### config.mk
export PLATFORM = sky130hd
export DESIGN_NAME = twcp_write_port
export DESIGN_NICKNAME = d
export VERILOG_FILES = /design/src/twcp_pkg.sv /design/src/twcp_line_sync.sv /design/src/twcp_write_port.sv
export VERILOG_INCLUDE_DIRS = /design/src
export SDC_FILE = /design/constraint.sdc
export NUM_CORES = 1
export LEC_CHECK = 0
export ABC_AREA = 1
export BUFFER_PORTS_ARGS = -buffer_cell sky130_fd_sc_hd__buf_2
export CAP_MARGIN = 20
export CORE_ASPECT_RATIO = 0.6
export CORE_UTILIZATION = 40
export DETAILED_ROUTE_END_ITERATION = 10
export PLACE_DENSITY_LB_ADDON = 0.12
export SYNTH_ARGS = -nofsm -noshare
export SYNTH_HDL_FRONTEND = slang
export SYNTH_SLANG_ARGS = --single-unit
### constraint.sdc
create_clock -name clk -period 1.5 [get_ports clk]
set_clock_uncertainty 0.2 [all_clocks]
set_input_delay 0.075 -clock clk [delete_from_list [all_inputs] [get_ports clk]]
set_output_delay 0.075 -clock clk [all_outputs]
set_load 0.005 [all_outputs]
### src/twcp_params.svh
// constants for the two-wire configuration write port
// assumes inclusion by the package, the write port and the testbench
`ifndef TWCP_PARAMS_SVH
`define TWCP_PARAMS_SVH
`define TWCP_ADDR_W       3
`define TWCP_DATA_W       8
`define TWCP_SHIFT_W      11
`define TWCP_BIT_CNT_W    4
`define TWCP_FRAME_BITS   4'hb
`define TWCP_ADDR_BW      3'h4
`define TWCP_ADDR_AT      3'h5
`define TWCP_BW_MSB       7
`define TWCP_BW_LSB       4
`define TWCP_AMP_MSB      7
`define TWCP_AMP_LSB      6
`define TWCP_RES_MSB      5
`define TWCP_RES_LSB      0
`define TWCP_REG_RESET    8'h00
`define TWCP_ADDR_LSB     8
`endif

### src/twcp_pkg.sv
// types shared by the two-wire configuration write port
// assumes twcp_params.svh is on the include path
`include "twcp_params.svh"
package twcp_pkg;
  typedef struct packed {
    logic [3:0] bandwidth_code;
    logic [1:0] amplitude_code;
    logic [5:0] threshold_res_code;
  } twcp_cfg_type;
  typedef struct packed {
    logic sck;
    logic sda;
  } twcp_line_type;
  typedef enum logic [1:0] {
    TWCP_IDLE  = 2'b00,
    TWCP_SHIFT = 2'b01
  } twcp_state_type;
endpackage

### src/twcp_line_sync.sv
// two-stage synchroniser and edge finder for the serial clock and data
// assumes asynchronous pin inputs and one system clock
`timescale 1ns/1ps
`default_nettype none
module twcp_line_sync
  import twcp_pkg::*;
(
  // clock and reset
  input  wire logic          clk,
  input  wire logic          rst_n,
  // pins
  input  wire twcp_line_type line_in,
  // synchronised levels and edges
  output var  twcp_line_type line_sync,
  output var  logic          sck_rise,
  output var  logic          sda_fall,
  output var  logic          sda_rise
);
  twcp_line_type meta_ff;
  twcp_line_type sync_ff;
  twcp_line_type last_ff;
  twcp_line_type nxt_meta;
  twcp_line_type nxt_sync;
  twcp_line_type nxt_last;

  always_comb
  begin
    nxt_meta = line_in;
    nxt_sync = meta_ff;
    nxt_last = sync_ff;
  end

  always_ff @(posedge clk or negedge rst_n)
  begin
    if (!rst_n)
    begin
      meta_ff <= 2'b11;
      sync_ff <= 2'b11;
      last_ff <= 2'b11;
    end
    else
    begin
      meta_ff <= nxt_meta;
      sync_ff <= nxt_sync;
      last_ff <= nxt_last;
    end
  end

  assign line_sync = sync_ff;
  assign sck_rise  = sync_ff.sck & ~last_ff.sck;
  assign sda_fall  = ~sync_ff.sda & last_ff.sda & sync_ff.sck & last_ff.sck;
  assign sda_rise  = sync_ff.sda & ~last_ff.sda & sync_ff.sck & last_ff.sck;
endmodule
`default_nettype wire

### src/twcp_write_port.sv
// write-only two-wire configuration port with its two registers
// assumes sck and sda come from an outside open-drain master, asynchronous to clk
`timescale 1ns/1ps
`default_nettype none
`include "twcp_params.svh"
module twcp_write_port
  import twcp_pkg::*;
(
  // clock and reset
  input  wire logic         clk,
  input  wire logic         rst_n,
  // serial pins
  input  wire logic         sck,
  input  wire logic         sda,
  output var  logic         sda_out,
  output var  logic         sda_oe,
  // configuration outputs
  output var  twcp_cfg_type cfg,
  output var  logic [5:0]   res_shunt_en,
  output var  logic         frame_active
);
  twcp_line_type                line_sync;
  logic                         sck_rise;
  logic                         sda_fall;
  logic                         sda_rise;
  twcp_state_type               state_ff;
  twcp_state_type               nxt_state;
  logic [`TWCP_SHIFT_W-1:0]     shift_ff;
  logic [`TWCP_SHIFT_W-1:0]     nxt_shift;
  logic [`TWCP_BIT_CNT_W-1:0]   cnt_ff;
  logic [`TWCP_BIT_CNT_W-1:0]   nxt_cnt;
  logic                         rose_ff;
  logic                         nxt_rose;
  logic [`TWCP_DATA_W-1:0]      bw_reg_ff;
  logic [`TWCP_DATA_W-1:0]      at_reg_ff;
  logic [`TWCP_DATA_W-1:0]      nxt_bw_reg;
  logic [`TWCP_DATA_W-1:0]      nxt_at_reg;
  logic [7:0]                   sel;
  logic                         stop_ok;
  logic [`TWCP_ADDR_W-1:0]      addr;
  logic [`TWCP_DATA_W-1:0]      data;

  twcp_line_sync u_sync
  (
    .clk       (clk),
    .rst_n     (rst_n),
    .line_in   ({sck, sda}),
    .line_sync (line_sync),
    .sck_rise  (sck_rise),
    .sda_fall  (sda_fall),
    .sda_rise  (sda_rise)
  );

  assign addr = shift_ff[`TWCP_SHIFT_W-1:`TWCP_ADDR_LSB];
  assign data = shift_ff[`TWCP_DATA_W-1:0];

  generate
    for (genvar i = 0; i < 8; i++)
    begin : g_dec
      assign sel[i] = (addr == `TWCP_ADDR_W'(i));
    end
  endgenerate

  // stop only after a full eleven-bit frame and a clock rise
  assign stop_ok = (state_ff == TWCP_SHIFT) && sda_rise && rose_ff &&
                   (cnt_ff == `TWCP_FRAME_BITS);

  always_comb
  begin
    nxt_state = state_ff;
    nxt_shift = shift_ff;
    nxt_cnt   = cnt_ff;
    nxt_rose  = rose_ff;
    // a start, even mid-frame, restarts and drops the partial frame
    if (sda_fall)
    begin
      nxt_state = TWCP_SHIFT;
      nxt_cnt   = '0;
      nxt_rose  = 1'b0;
    end
    else if (state_ff == TWCP_SHIFT)
    begin
      if (sda_rise)
      begin
        nxt_state = TWCP_IDLE;
      end
      // shift in msb first while clock goes high
      else if (sck_rise)
      begin
        nxt_rose = 1'b1;
        if (cnt_ff != `TWCP_FRAME_BITS)
        begin
          nxt_shift = {shift_ff[`TWCP_SHIFT_W-2:0], line_sync.sda};
          nxt_cnt   = cnt_ff + `TWCP_BIT_CNT_W'(1);
        end
      end
    end
  end

  always_comb
  begin
    nxt_bw_reg = bw_reg_ff;
    nxt_at_reg = at_reg_ff;
    // parallel copy only to implemented addresses
    if (stop_ok && sel[`TWCP_ADDR_BW])
    begin
      nxt_bw_reg = data;
    end
    if (stop_ok && sel[`TWCP_ADDR_AT])
    begin
      nxt_at_reg = data;
    end
  end

  always_ff @(posedge clk or negedge rst_n)
  begin
    if (!rst_n)
    begin
      state_ff  <= TWCP_IDLE;
      shift_ff  <= '0;
      cnt_ff    <= '0;
      rose_ff   <= 1'b0;
      bw_reg_ff <= `TWCP_REG_RESET;
      at_reg_ff <= `TWCP_REG_RESET;
      cfg       <= '0;
      res_shunt_en <= '0;
      frame_active <= 1'b0;
    end
    else
    begin
      state_ff  <= nxt_state;
      shift_ff  <= nxt_shift;
      cnt_ff    <= nxt_cnt;
      rose_ff   <= nxt_rose;
      bw_reg_ff <= nxt_bw_reg;
      at_reg_ff <= nxt_at_reg;
      cfg.bandwidth_code     <= nxt_bw_reg[`TWCP_BW_MSB:`TWCP_BW_LSB];
      cfg.amplitude_code     <= nxt_at_reg[`TWCP_AMP_MSB:`TWCP_AMP_LSB];
      cfg.threshold_res_code <= nxt_at_reg[`TWCP_RES_MSB:`TWCP_RES_LSB];
      // a set bit shunts its binary-weighted segment
      res_shunt_en <= nxt_at_reg[`TWCP_RES_MSB:`TWCP_RES_LSB];
      frame_active <= (nxt_state == TWCP_SHIFT);
    end
  end

  always_ff @(posedge clk or negedge rst_n)
  begin
    if (!rst_n)
    begin
      sda_out <= 1'b0;
      sda_oe  <= 1'b0;
    end
    else
    begin
      sda_out <= 1'b0;
      sda_oe  <= 1'b0;
    end
  end

  a_bw_update: assert property (@(posedge clk) disable iff (!rst_n)
    (stop_ok && sel[`TWCP_ADDR_BW]) |=> (bw_reg_ff == $past(data)))
    else $error("bandwidth register not loaded on stop");
  a_at_update: assert property (@(posedge clk) disable iff (!rst_n)
    (stop_ok && sel[`TWCP_ADDR_AT]) |=> (at_reg_ff == $past(data)))
    else $error("amplitude register not loaded on stop");
  a_bad_addr: assert property (@(posedge clk) disable iff (!rst_n)
    (!(stop_ok && (sel[`TWCP_ADDR_BW] || sel[`TWCP_ADDR_AT]))) |=>
    $stable(bw_reg_ff) && $stable(at_reg_ff))
    else $error("register changed without valid stop");
  a_start_clear: assert property (@(posedge clk) disable iff (!rst_n)
    sda_fall |=> (state_ff == TWCP_SHIFT) && (cnt_ff == '0))
    else $error("start did not open a frame");
  a_cnt_limit: assert property (@(posedge clk) disable iff (!rst_n)
    cnt_ff <= `TWCP_FRAME_BITS)
    else $error("bit count beyond frame");
  a_bw_field: assert property (@(posedge clk) disable iff (!rst_n)
    (stop_ok && sel[`TWCP_ADDR_BW]) |=>
    (cfg.bandwidth_code == $past(data[`TWCP_BW_MSB:`TWCP_BW_LSB])))
    else $error("bandwidth field mismatch");
  a_amp_field: assert property (@(posedge clk) disable iff (!rst_n)
    (stop_ok && sel[`TWCP_ADDR_AT]) |=>
    (cfg.amplitude_code == $past(data[`TWCP_AMP_MSB:`TWCP_AMP_LSB])) &&
    (cfg.threshold_res_code == $past(data[`TWCP_RES_MSB:`TWCP_RES_LSB])))
    else $error("amplitude or threshold field mismatch");
  a_sel_onehot: assert property (@(posedge clk) disable iff (!rst_n)
    $onehot(sel))
    else $error("address decode not one-hot");
  a_restart_drop: assert property (@(posedge clk) disable iff (!rst_n)
    sda_fall |=> $stable(bw_reg_ff) && $stable(at_reg_ff))
    else $error("restart changed a register");
  a_short_drop: assert property (@(posedge clk) disable iff (!rst_n)
    (sda_rise && (cnt_ff != `TWCP_FRAME_BITS)) |=> $stable(bw_reg_ff) && $stable(at_reg_ff))
    else $error("short frame changed a register");
  a_stop_idle: assert property (@(posedge clk) disable iff (!rst_n)
    stop_ok |=> (state_ff == TWCP_IDLE) && !frame_active)
    else $error("stop did not end frame");
  a_no_drive: assert property (@(posedge clk) disable iff (!rst_n)
    !sda_oe)
    else $error("data line driven");
  a_shunt_map: assert property (@(posedge clk) disable iff (!rst_n)
    res_shunt_en == cfg.threshold_res_code)
    else $error("shunt enables differ from code");

  c_bw_write: cover property (@(posedge clk) stop_ok && sel[`TWCP_ADDR_BW]);
  c_at_write: cover property (@(posedge clk) stop_ok && sel[`TWCP_ADDR_AT]);
  c_restart: cover property (@(posedge clk) sda_fall && state_ff == TWCP_SHIFT);
  c_short_stop: cover property (@(posedge clk) sda_rise && state_ff == TWCP_SHIFT && !stop_ok);
endmodule
`default_nettype wire

# Word-level counts from Yosys, hierarchy flattened
# Index checks and enable logic that the tools add are counted.
# totals
reg_bits	49
inputBits	4
out_inout_bits	21
wordCells	61
# op_classes
add_sub_neg	1
n_eq_ne	7
muxes	14
bitwise	12
n_reduce_logical	11
# op_table
cell	count
4-bit 2-to-1 mux	5
8-bit 2-to-1 mux	2
1-bit AND	7
3-bit equality test (second input constant)	2
2-bit 2-to-1 mux	3
2-bit nonzero test	3
1-bit logical AND	5
1-bit inverter	5
5-bit AND reduction	1
4-bit by 1-bit adder with 4-bit output (second input constant)	1
2-bit by 1-bit equality test with 1-bit output (second input constant)	2
4-bit equality test (second input constant)	1
1-bit 2-to-1 mux	4
4-bit != test (second input constant)	1
4-bit AND reduction	1
3-bit AND reduction	1
2-bit != test (second input constant)	1

# Longest topological paths before layout
# Gate-level depths: netlist of run 1.
# depth
depth_word	9
ltp_mapped	7
mapped_depth_nobuf	7

# Modules after synthesis
# From an unflattened synthesis of run 1, not the netlist that was laid out.
# hier_totals
cells_unflattened	178
area_unflattened_um2	1662.8
# by_module_without_submodules
module	instances	cells_each	area_per_inst_um2	seq_area_each_um2
twcp_write_port	1	163	1471.4	775.7
twcp_line_sync	1	15	191.4	157.7

# Worst setup path before layout of run 1
# Ideal clock, no wire load.
# synth_path
path_kind	register to register
startpoint	register cnt_ff[0]
endpoint	register shift_ff[1]
setup_time_ns	0.117
t_arrival_ns	1.162
required_time_ns	1.183
setup_slack_ns	0.020
path_stages_with_launch	8
path_buffers	0
synth_period_minus_slack_ns	1.480
path_cell_list	dfrtp_1 ha_1 nand3_4 nand2_4 nor2_4 inv_2 nand2_1 o21ai_2
# synth_via
elab_chain_len	2
# synth_lines
element	line_no	source
from (decl)	twcp_write_port.sv:30	logic [`TWCP_BIT_CNT_W-1:0] cnt_ff;
from (signal assigned)	twcp_write_port.sv:133	cnt_ff <= nxt_cnt;
4-bit != test (no source line)	n/a	
5-bit AND reduction (no source line)	n/a	
to (signal assigned)	twcp_write_port.sv:132	shift_ff <= nxt_shift;
to (decl)	twcp_write_port.sv:28	logic [`TWCP_SHIFT_W-1:0] shift_ff;
# No other way between the ends.
# A chain may end at the register's enable or synchronous reset.

# Worst setup path in the final report of run 1
# layout_path
startpoint	register u_sync.sync_ff, in the netlist u_sync.line_sync[1]
endpoint	register cfg[10] in the netlist's numbering
# layout_via
elab_chain_len	6
# layout_lines
element	line_no	source
from (decl)	twcp_line_sync.sv:20	twcp_line_type sync_ff;
from (signal assigned)	twcp_line_sync.sv:44	sync_ff <= nxt_sync;
1-bit AND (2 in series)	twcp_line_sync.sv:52	assign sda_rise = sync_ff.sda & ~last_ff.sda & sync_ff.sck & last_ff.sck;
1-bit logical AND (3 in series)	twcp_write_port.sv:65	assign stop_ok = (state_ff == TWCP_SHIFT) && sda_rise && rose_ff &&
1-bit logical AND	twcp_write_port.sv:105	if (stop_ok && sel[`TWCP_ADDR_BW])
to (decl)	twcp_write_port.sv:18	output var twcp_cfg_type cfg,
# No other way between the ends.

==> summary by stage, run 1 <==
Status
The flow ran to the end, but the final reports show violations. The checks that failed: negative setup slack.

Worst setup path
The number of buffers and inverters on the critical path is 1. The worst path arrival time is 1.49 ns. The dominant cell type by count on the critical path is nand2_1.

The critical path start-end classification is flip-flop to flip-flop. For the worst setup path, the data required time is 1.48 ns. The maximum fanout encountered on the critical timing path is 5. STA classifies the critical path startpoint as a flip-flop. On the worst path, the slowest cell contributes a delay of 0.55 ns. The signal on the critical path passes through inv_2 -> nor2_4 -> nand2_4 -> nor2_8 -> nand3_2 -> nand2_1 -> nand2_1. The standard cell with the maximum stage delay on the critical path is dfstp_2. STA classifies the critical path endpoint as a flip-flop. The family with the most delay on the worst path is simple AND/OR/NAND/NOR gates.

STA
Timing would allow up to 659.6 MHz. The number of hold violations in the final report is 0. Setup repair after global routing could not meet its margin everywhere. The final clock period utilization by the worst path is 101.1%. The worst path in the final design needs a cycle of 1.516 ns, including I/O delays and setup. The number of pins with negative max-slew slack in the final report was 0. The setup-violating endpoint count in the final report is 6. Hold timing on the final database bottoms out at a slack of 0.01706 ns.

The worst setup slack after layout is -0.01612 ns.

Place
Buffers placed on the I/O ports in this run total 22. At the end of routability-driven placement, the weighted congestion stood at 0.7371. The worst slack at placement is -0.1155 ns. The sum of net half-perimeters after detailed placement is 2.473 mm. The number of placed instances, taps included is 251.

CTS
At the later pin of the worst-skew pair, clock insertion delay measures 0.28 ns. TritonCTS built the clock tree. The clock-pin slew of the registers on the worst-case setup and hold paths is 0.08 ns. The number of H-tree levels is 2. The clock net in this run drives a total of 37 sinks. The maximum clock insertion buffer count is 2.

In this run the clock root is driven by a clkbuf_8. The number of buffers inserted during clock tree synthesis is 5.

Pwr
VDD sags by at most 622.9 uV. In this run the power density over the cells is 1271 nW/um^2. The total leakage power is 0.001152 uW.

GRT
Entering global routing, the biggest net connects 18 pins. The number of global-route vias before repair was 1209. The number of antenna violations at the first check in global routing is 0.

The first global-routing pass estimated 5.664 mm of wire. For this run the aggregate overflow at the end of global routing stands at 0. Global routing used 17.39% of the available tracks across all layers.

Layout
The area growth from synthesis to layout is 25.75%. The antenna cell count is 0. Counting the fill cells in the layout gives 346. The count of nets after finishing is 226. The area taken by flip-flops and latches is 933.4 um^2. The filler-free cell count of the finished design is 269. The area of the multi-input gates is 638.1 um^2. In the final layout, the share of cells above drive strength 1 is 36.94%.

Floorplan
The core region is 3829 um^2. The die area is 4463 um^2. The die is 52.15 um tall.

25 I/O pins were placed. The number of placement rows is 17. The horizontal extent of the die is 85.58 um. The initial utilization of the core area, before any placement, comes to 43.79%.

Route
The count of nets left with antenna violations after detail routing is 0. The detailed-route wire length per cell is 12.46 um. The number of DRC violations after detailed routing is 0.

The routed layout has 1277 vias. Dividing the detail-routed via count by the number of cells gives 4.747. The total routed wirelength is 3.353 mm. In this run, the number of DRC markers left after iteration 0 of detailed routing was 64.

The first-pass iteration count of the detailed router is 4.

Synth
The count of cell types in the netlist is 25. A synthesized cell averages 9.581 um^2. For this run, the number of Yosys warnings is 0. Synthesis produced a netlist whose cell count is 175.

Counting flops and latches in the post-synthesis netlist gives 37. The post-synthesis instance area is 1677 um^2. The fraction of the yosys area taken by sequential cells is 55.67%.

Run
Max-cap violations in this run came to 0.

Hold path
The worst hold-check path type is input port to asynchronous set/reset pin.
synth_stat cells:
cell type   n  area share, %
o21ai_2     1           0.52
buf_6       2            1.3
nor3_4      1           0.97
o21ai_1     1           0.30
xor2_1      1           0.52
nor3_2      1           0.60
nor2_1      1           0.22
nand3_4     2            2.1
ha_1        1           0.75
nand2_1    69             15
buf_4       8            3.6
o21ai_0     4            1.2
buf_8       1           0.90
inv_2       5            1.1
dfstp_2     6            9.4
conb_1      1           0.22
nor2_4      3            2.0
nand2_4     1           0.67
nor2_8      1            1.2
nand3_1     5            1.5
nor2_2      1           0.37
nand2_2     1           0.37
dfrtp_1    31             46
inv_1      11            2.5
nand4_1    16            6.0
through the flow:
| step | power, uW | setup TNS, ns | util, % | area (um^2) |
|---|---|---|---|---|
| 2_1_floorplan | 1696 | 0 | - | 1680 |
| 5_1_grt | 2869 | -1.828 | 55.07 | 2108 |
| 6_report | 2679 | -0.03009 | 55.07 | 2108 |
| 3_5_place_dp | 1916 | -0.9933 | 49.09 | 1879 |
| 3_3_place_gp | 1887 | -0.3103 | 49.09 | 1879 |
| 4_1_cts | 2674 | -0.3150 | 54.22 | 2076 |
area by class of cell:
class | count | area share, %
Multi-Input combinational cell | 113 | 30.27
Clock buffer | 8 | 4.273
Sequential cell | 37 | 44.27
Tap cell | 47 | 2.789
Timing Repair Buffer | 48 | 15.55
Inverter | 16 | 2.849
sequential cells by signal, summed over array words and instances (netlist names):
name and cells:
frame_active 1, u_sync.meta_ff 2, u_sync.last_ff 2, shift_ff 11, u_sync.line_sync 2, cnt_ff 4
state_ff 2, at_reg_ff 8, rose_ff 1, cfg 4
routing by layer:
layer	vias to the layer above	track usage (%)	part of all wire (%)
met5	-	0	0
met4	0	6.667	0.95
met3	6	5.238	5.0
met2	29	24.67	42
met1	601	24.95	52
li1	641	-	-
where the power goes:
group	switching, uW	internal, uW
clock network	345	375
logic	331	250
registers	187	1190
total	863	1820
kinds of logic (layout without fill, tap and decap cells):
kind of cell             Yosys count  count (layout)  synth area share [%]
AND/OR/NAND/NOR                  102             103                 31.42
flip-flops                        37              37                 55.67
buffers and inverters             27              72                 9.403
AO/OA/AOI/OAI                      6               6                 2.015
adder cells (fa/ha/maj)            1               1                0.7461
other                              1               2                0.2237
XOR/XNOR                           1               1                0.5225
layout by cell type, fill, tap and decap left out, types with 2 or more instances in the layout:
| master | synthesis | final |
|---|---|---|
| buf_2 | 0 | 22 |
| buf_4 | 8 | 19 |
| buf_6 | 2 | 4 |
| clkbuf_1 | 0 | 2 |
| clkbuf_8 | 0 | 6 |
| conb_1 | 1 | 2 |
| dfrtp_1 | 31 | 31 |
| dfstp_2 | 6 | 6 |
| dlygate4sd3_1 | 0 | 3 |
| inv_1 | 11 | 10 |
| inv_2 | 5 | 6 |
| nand2_1 | 69 | 66 |
| nand2_2 | 1 | 3 |
| nand2_4 | 1 | 2 |
| nand3_1 | 5 | 4 |
| nand3_4 | 2 | 2 |
| nand4_1 | 16 | 16 |
| nor2_4 | 3 | 5 |
| o21ai_0 | 4 | 3 |
| o21ai_1 | 1 | 2 |
path summary, 6_finish.rpt:
| kind | slack, ns | cells after the start | start | endpoint |
|---|---|---|---|---|
| max in group asynchronous | 0.58 | 3 | rst_n | cfg[11] |
| hold reg to reg | 0.16 | 0 | u_sync.meta_ff[0] | u_sync.line_sync[0] |
| setup / recovery | -0.02 | 7 | u_sync.line_sync[1] | cfg[10] |
| setup reg to reg | -0.02 | 7 | u_sync.line_sync[1] | cfg[10] |
| hold / removal | 0.02 | 2 | rst_n | at_reg_ff[1] |
| min in group clk | 0.16 | 0 | u_sync.meta_ff[0] | u_sync.line_sync[0] |
repair_timing:
item / CTS / global route
resized for setup: 8 / 7
pin swaps: 4 / 2
endpoints found under the setup margin: 22 / 30
gates cloned: 1 / 0
hold buffers: 3 / 0
buffers inserted: 5 / 1
hold endpoints to repair: 39 / 0
(Power assumes the default switching activity.)
==> run 2, diff against run 1 <==
--- a/config.mk
+++ b/config.mk
@@ -13,6 +13,8 @@
 export CORE_UTILIZATION = 40
 export DETAILED_ROUTE_END_ITERATION = 10
 export PLACE_DENSITY_LB_ADDON = 0.12
+export RECOVER_POWER = 25
+export REMOVE_ABC_BUFFERS = 1
 export SYNTH_ARGS = -nofsm -noshare
 export SYNTH_HDL_FRONTEND = slang
 export SYNTH_SLANG_ARGS = --single-unit
==> constraint.sdc (replaced) <==
create_clock -name clk -period 1.6 [get_ports clk]
set_clock_uncertainty 0.2 [all_clocks]
set_input_delay 0.08 -clock clk [delete_from_list [all_inputs] [get_ports clk]]
set_output_delay 0.08 -clock clk [all_outputs]
set_load 0.005 [all_outputs]
==> run 2 against run 1 <==
Combinational power shrank 15%. The run now ends clean. Critical endpoint is now at_reg_ff[6]. Die area unchanged. Critical path depth is the same. Largest power group unchanged. Wire length is 0.86% higher. Worst hold slack improved by 0.14 ns.
==> summary by stage, run 2 (synthesis gave the netlist of run 1 again) <==
Layout
The number of flip-flops under the largest register name is 11. In the final layout, the registers with the most flip-flops are shift_ff (11), at_reg_ff (8). The antenna cell count is 0. The area taken by flip-flops and latches is 933.4 um^2. The largest register by flop count is shift_ff.

The count of nets after finishing is 219. The library cell used most frequently in the layout, excluding fill and tap cells, is nand2_1. The share of layout cells above drive strength 1 is 33.49%. The share of the core filled with cells in the final layout is 53.24%. The layout filler cell count is 339.

In the layout the commonest cells are nand2_1, dfrtp_1, buf_2, nand4_1, buf_4. The multi-input combinational cells in the finished layout cover a total of 623.1 um^2. Compared with the post-synthesis result, the final layout area differs by 21.57%.

Status
The flow ran to the end, and the final reports show no timing, DRC or antenna violations.

Run
The count of maximum capacitance violations is 0.

Route
The routed via count divided by cell count is 4.855. The number of DRC markers in iteration 0 is 78. The final layout contains routed wiring with a total length of 3.382 mm. After detailed routing, the average wire length per cell comes to 12.91 um.

The detailed router placed 1272 vias in this run. The first detailed-routing pass ran for 4 iterations. In the routed design, unresolved DRC markers number 0. The count of nets left with antenna violations after detail routing is 0.

STA
The final clock period utilization by the worst path is 95.41%. The relative slew slack is 38.51%. The top achievable clock speed is 655.1 MHz. The number of pins with negative max-slew slack in the final report is 0. In the post-route analysis, the smallest setup slack over all paths is 0.07347 ns. The transition at the pin with the smallest max-transition slack is 0.9224 ns. The routed design could run at a clock period as short as 1.527 ns. Setup repair after global routing could not meet its margin everywhere.

The setup-violating endpoint count in the final report is 0. The number of hold violations in the final report was 0. The summed negative setup slack over all endpoints is 0 ns.

GRT
Entering global routing, the biggest net connects 23 pins. Global routing consumed, over all layers together, 16.92% of the routing resources. The first global-routing pass estimated 5.499 mm of wire.

The total congestion overflow after global routing is 0. The number of global-route vias before repair is 1177. The number of antenna violations at the first check in global routing is 0.

CTS
The TritonCTS clock tree is done. The number of clock buffers added by TritonCTS is 5. The maximum clock insertion buffer count is 2.

After clock tree synthesis, the clock-pin slew on the worst setup and hold paths is 0.07 ns. Clock tree synthesis found a total of 37 sinks. The clock latency on the worst-skew pair is 0.29 ns. The number of H-tree levels is 2.

The buffer cell driving the clock tree root is clkbuf_8.

Floorplan
The die covers 4463 um^2. The effective utilization at floorplan is 43.79%. In this run the vertical extent of the chip is 52.15 um. In this run the horizontal extent of the chip is 85.58 um. The placeable core region is 3829 um^2. 25 I/O pins were placed. The number of placement rows is 17.

Place
The congestion estimate from routability-driven global placement came to 0.7488. The count of input and output buffers is 22. The worst slack at placement is -0.02006 ns. Detailed placement finished with a half-perimeter wire length of 2.313 mm.

Pwr
VDD sags by at most 535.6 uV. Dividing total power by cell area gives a power density of 1185 nW/um^2. The total leakage power is 0.001120 uW.

Worst setup path
The sort of element at the start of the critical path is a flip-flop. The critical path start-end classification is flip-flop to flip-flop. The sort of element at the end of the critical path is a flip-flop.

Data on the critical path arrives at its endpoint at 1.50 ns. The critical path required time is 1.57 ns. In this run the worst path has a maximum fanout of 8.

Hold path
The min-delay analysis places its worst path in the category flip-flop to flip-flop.
==> run 2: cell types whose count changed in the layout (fill, tap and decap cells not counted), moves of 2 or more <==
cell / change
buf_12: +2
nand2_1: +2
buf_4: -6
nand2_2: -2
buf_6: -4
==> run 2: path summary, 6_finish.rpt <==
kind,from,endpoint,slack (ns),cells past startpoint
worst max-delay path,u_sync.line_sync[1],at_reg_ff[6],0.07,7
min in group asynchronous,rst_n,shift_ff[8],0.24,2
worst max register to register,u_sync.line_sync[1],at_reg_ff[6],0.07,7
worst min register to register,u_sync.meta_ff[1],u_sync.line_sync[1],0.16,0
worst min-delay path,u_sync.meta_ff[1],u_sync.line_sync[1],0.16,0
max in group asynchronous,rst_n,at_reg_ff[7],0.33,3
==> run 2: metal layers <==
layer | GRT usage (%) | part of all wire (%)
met3 | 5.556 | 6.7
met4 | 8.056 | 1.8
met1 | 23.61 | 49
met5 | 0 | 0
met2 | 23.60 | 43
==> run 2: critical path, stage by stage, from the launching register on <==
cell and delay [ns]:
dfstp_2 0.56, inv_2 0.06, nor2_4 0.09, nand2_4 0.10, nor2_8 0.15, nand3_4 0.13, nand2_1 0.08, nand2_1 0.05
==> run 2: area by class of cell <==
cell class              instances  area share [%]
inverters                      16           2.947
clock buffers                   7           3.745
multi-input cells             113           30.57
well taps                      47           2.885
flip-flops and latches         37           45.80
repair buffers                 41           13.81
clock inverters                 1          0.2455
==> run 2: where the power goes <==
part / total [uW] / internal, uW / switching [uW]
registers: 1290 / 1120 / 176
logic: 496 / 200 / 296
clock network: 625 / 306 / 320
total: 2410 / 1620 / 792
==> run 2: metrics by stage <==
step	std cells	area [um^2]	power, uW	hold slack [ns]
6_report	262	2038	2414	0.1573
3_5_place_dp	241	1817	1771	-0.1811
4_1_cts	258	1982	2425	0.03751
3_3_place_gp	241	1817	1736	-0.1879
2_1_floorplan	165	1583	1577	-0.4156
5_1_grt	262	2038	2567	0.1591
==> run 2: timing repair <==
item                                   4_1_cts  5_1_grt
cloned                                       1        0
pin swaps                                    2        8
setup endpoints to repair                    4       27
gates resized for setup                      3        5
buffers inserted                             5        4
endpoints found under the hold margin       39        0
hold buffers                                 3        0
==> run 3, diff against run 2 <==
--- a/config.mk
+++ b/config.mk
@@ -17,4 +17,5 @@
 export REMOVE_ABC_BUFFERS = 1
 export SYNTH_ARGS = -nofsm -noshare
 export SYNTH_HDL_FRONTEND = slang
+export SYNTH_HIERARCHICAL = 1
 export SYNTH_SLANG_ARGS = --single-unit
==> constraint.sdc (replaced) <==
create_clock -name clk -period 1.6 [get_ports clk]
set_clock_uncertainty 0.2 [all_clocks]
set_input_delay 0.08 -clock clk [delete_from_list [all_inputs] [get_ports clk]]
set_output_delay 0.08 -clock clk [all_outputs]
set_load 0.05 [all_outputs]
==> run 3 against run 2 <==
The flow now finishes with violations (negative setup slack). Register-to-register slack got worse by 0.19 ns. Utilization rose by 3.6 points. First-iteration DRC count down 22%. Total power down 5.5%. Combinational power is 9.5% lower. Worst hold slack worse by 0.064 ns. Clock-buffer cell count shrank 1. Setup slack worse by 0.19 ns. Flip-flop and latch count is the same. Area after synthesis fell by 0.82%. Via count rose by 1.3%. Highest routed layer unchanged.
==> summary by stage, run 3 <==
Status
The flow ran to the end, but the final reports show violations. The final reports fail on negative setup slack.

Route
Wires add up to 3.539 mm. Dividing the detail-routed via count by the number of cells gives 4.788. The first detailed-routing pass took 4 iterations. The count of nets left with antenna violations after detail routing is 0.

After detailed routing, the average wire length per cell comes to 13.16 um. For this run, design rule violations remaining after detail routing come to 0. The number of DRC markers in iteration 0 is 61. The count of vias placed by the detailed router is 1288.

CTS
The number of clock buffers added by TritonCTS is 5. The number of H-tree levels is 2. TritonCTS built the clock tree. The tree is rooted in a clkbuf_8.

After clock tree synthesis, the clock-pin slew on the worst setup and hold paths is 0.07 ns. The maximum clock insertion buffer count is 2. The clock latency on the worst-skew pair is 0.29 ns.

The clock net sink count is 37.

Pwr
The internal power of the cells totals 1561 uW. The analysis attributes to net switching a power of 719.7 uW. Across the VDD grid, the largest voltage drop is 422.7 uV. In this run the static leakage power is 0.001129 uW.

The clock network is responsible for 27.6% of the overall power. Dividing total power by cell area gives a power density of 1049 nW/um^2. The share of power burned in combinational logic is 19.7%. The switching share of power is 31.55%.

In this run, flip-flops and latches consume 52.7% of the power.

Synth
The top cell type by area accounts for 46.65% of the synthesized area. In the synthesized netlist, the cells that appear most often are nand2_1, dfrtp_1, inv_1. By area the synthesized netlist is led by dfrtp_1, nand2_1, dfstp_2.

In this run the cell area of the synthesized design comes to 1663 um^2. The async set-reset flop share out of synthesis is 100.0%. After synthesis, the netlist uses 23 different library cells. The number of synthesized flops with an enable pin is 0.

The synthesized flop and latch total is 37. Counting every instance in the synthesized netlist gives 178. The per-instance average area after synthesis is 9.342 um^2. The library cell occupying the most area in the post-synthesis netlist is dfrtp_1. By instance count, the leading cell after synthesis is nand2_1. The synthesis warning total is 6. The fraction of the yosys area taken by sequential cells is 56.13%. Among all flip-flop cells after synthesis, the most frequent one is dfrtp_1.

Worst setup path
STA classifies the critical path startpoint as a flip-flop. Along the worst path, the maximum fanout reaches 6. The peak per-stage delay on the critical path is 0.53 ns.

Among all stages on the critical path, the largest delay is contributed by dfstp_2. The worst path arrival time is 1.70 ns. The slack of the worst reg-to-reg path is -0.12 ns. The sort of element at the end of the critical path is a flip-flop.

Walking the worst path, the cells encountered are inv_1 -> nand2_2 -> nor2_4 -> nor2_2 -> buf_4 -> nand2_4 -> nor2_4 -> nand2_4 -> nand2_1 -> nand2_1. The critical path is of the flip-flop to flip-flop type. The critical path required time is 1.58 ns.

Layout
The filler-free cell count of the finished design is 269. The register with the most flip-flops in the layout has 11 of them. The antenna cell count is 0. The layout filler cell count is 357. The final layout contains 226 nets. The largest register by flop count is shift_ff. The share of layout cells above drive strength 1 is 45.95%. In the final layout, the registers with the most flip-flops are shift_ff (11), at_reg_ff (8). The commonest non-fill, non-tap cell in the layout is nand2_1. Compared with the post-synthesis result, the final layout area differs by 30.78%.

In the layout the commonest cells are nand2_1, dfrtp_1, buf_2, nand2_2, inv_1. The final standard cell area without fillers is 2175 um^2.

STA
Headroom to the max-slew limit came out at 64.84%. The number of hold violations in the final report is 0. The final clock period utilization by the worst path is 107.2%. The setup-violating endpoint count in the final report is 27. Setup repair after global routing could not meet its margin everywhere.

The worst setup slack after layout is -0.1157 ns. The top achievable clock speed is 582.9 MHz. The number of pins with negative max-slew slack in the final report was 0. Counting I/O delays and the setup requirement, the final critical path takes 1.716 ns. Final hold analysis gives a worst-case slack of 0.09326 ns. The transition at the pin with the smallest max-transition slack is 0.5274 ns.

GRT
Entering global routing, the biggest net connects 21 pins. The first global-routing pass estimated 5.671 mm of wire. The aggregate global-route resource usage is 17.94%.

After global routing the overflow that remains totals 0. The number of global-route vias before repair came to 1169. The number of antenna violations at the first check in global routing is 0.

Place
The sum of net half-perimeters after detailed placement is 2.232 mm. The worst slack at placement is -0.1331 ns. The cell area after placement is 1887 um^2. The number of placed instances, taps included is 253. The placer's final routability congestion estimate is 0.7286. The count of input and output buffers is 22.

Hold path
The worst hold-check path type is input port to asynchronous set/reset pin.

Floorplan
Once the floorplan was initialized, standard cells occupied 43.43% of the core. The number of placement rows is 17. The core region is 3829 um^2. The die span in y is 51.94 um. Measured along the x axis, the die boundary spans 85.24 um. The die area is 4427 um^2. The number of top-level pins is 25.

Run
The tool flagged a number of max-cap violations equal to 0.
-- run 3: cell types whose count changed after synthesis, moves of 2 or more --
cell,delta
inv_1,+6
inv_2,-4
nand3_1,+2
nand4_1,-11
nor2_1,+7
o21ai_0,-3
o21ai_2,+7
-- run 3: path summary, 6_finish.rpt --
check / startpoint / to / cells past startpoint
max: u_sync/last_ff[0] / shift_ff[7] / 10
min: rst_n / shift_ff[2] / 2
max reg2reg: u_sync/last_ff[0] / shift_ff[7] / 10
min reg2reg: u_sync/meta_ff[1] / u_sync/line_sync[1] / 0
max in group asynchronous: rst_n / state_ff[0] / 3
min in group clk: u_sync/meta_ff[1] / u_sync/line_sync[1] / 0
-- run 3: timing repair --
item | in CTS | in global routing
buffers inserted | 0 | 2
setup endpoints to repair | 27 | 27
endpoints found under the hold margin | 39 | 0
resized for setup | 19 | 19
gates cloned | 2 | 1
pin swaps | 8 | 7
hold buffers | 3 | 0
-- run 3: area by class of cell --
class,count,area (um^2),area share [%]
Sequential cell,37,933.4,42.92
Tap cell,47,58.81,2.704
Multi-Input combinational cell,114,694.4,31.93
Inverter,19,72.57,3.337
Timing Repair Buffer,44,332.8,15.30
Clock buffer,6,72.57,3.337
Clock inverter,2,10.01,0.4603
-- run 3: power by group through the flow --
stage | registers, uW | logic, uW | clock network (uW)
floorplan | 1210 | 231 | 0
global placement | 1200 | 382 | 0
detailed placement | 1210 | 399 | 0
CTS | 1190 | 415 | 657
global route | 1220 | 502 | 687
finish | 1200 | 449 | 630
-- run 3: stage by stage --
| stage | total power [uW] | util, % | TNS (ns) |
|---|---|---|---|
| after floorplan | 1438 | - | -2.192 |
| after global placement | 1584 | 49.28 | -2.516 |
| after detailed placement | 1607 | 49.28 | -2.707 |
| after CTS | 2266 | 54.28 | -1.609 |
| after global routing | 2409 | 56.80 | -4.801 |
| final | 2281 | 56.80 | -2.395 |
-- run 3: per-layer routing --
metal	global-route usage, %	share of wire [%]
met5	0	0
met1	23.10	47
met3	5.238	4.7
met2	28.23	46
met4	8.475	1.8
-- run 3: cell families after synthesis --
| family | share of synthesized area, % |
|---|---|
| buf+inv | 9.932 |
| xor+xnor | 0.5268 |
| fa+ha+maj | 0.7523 |
| compound gates | 4.815 |
| flops | 56.13 |
| other cells | 0.2255 |
| simple gates | 27.61 |
-- run 3: worst max-delay path: cells and delay by family (launching register included) --
kind / cells / cell delay [ns]
buffers and inverters: 2 / 0.17
and+or+nand+nor: 8 / 0.70
DFF: 1 / 0.53
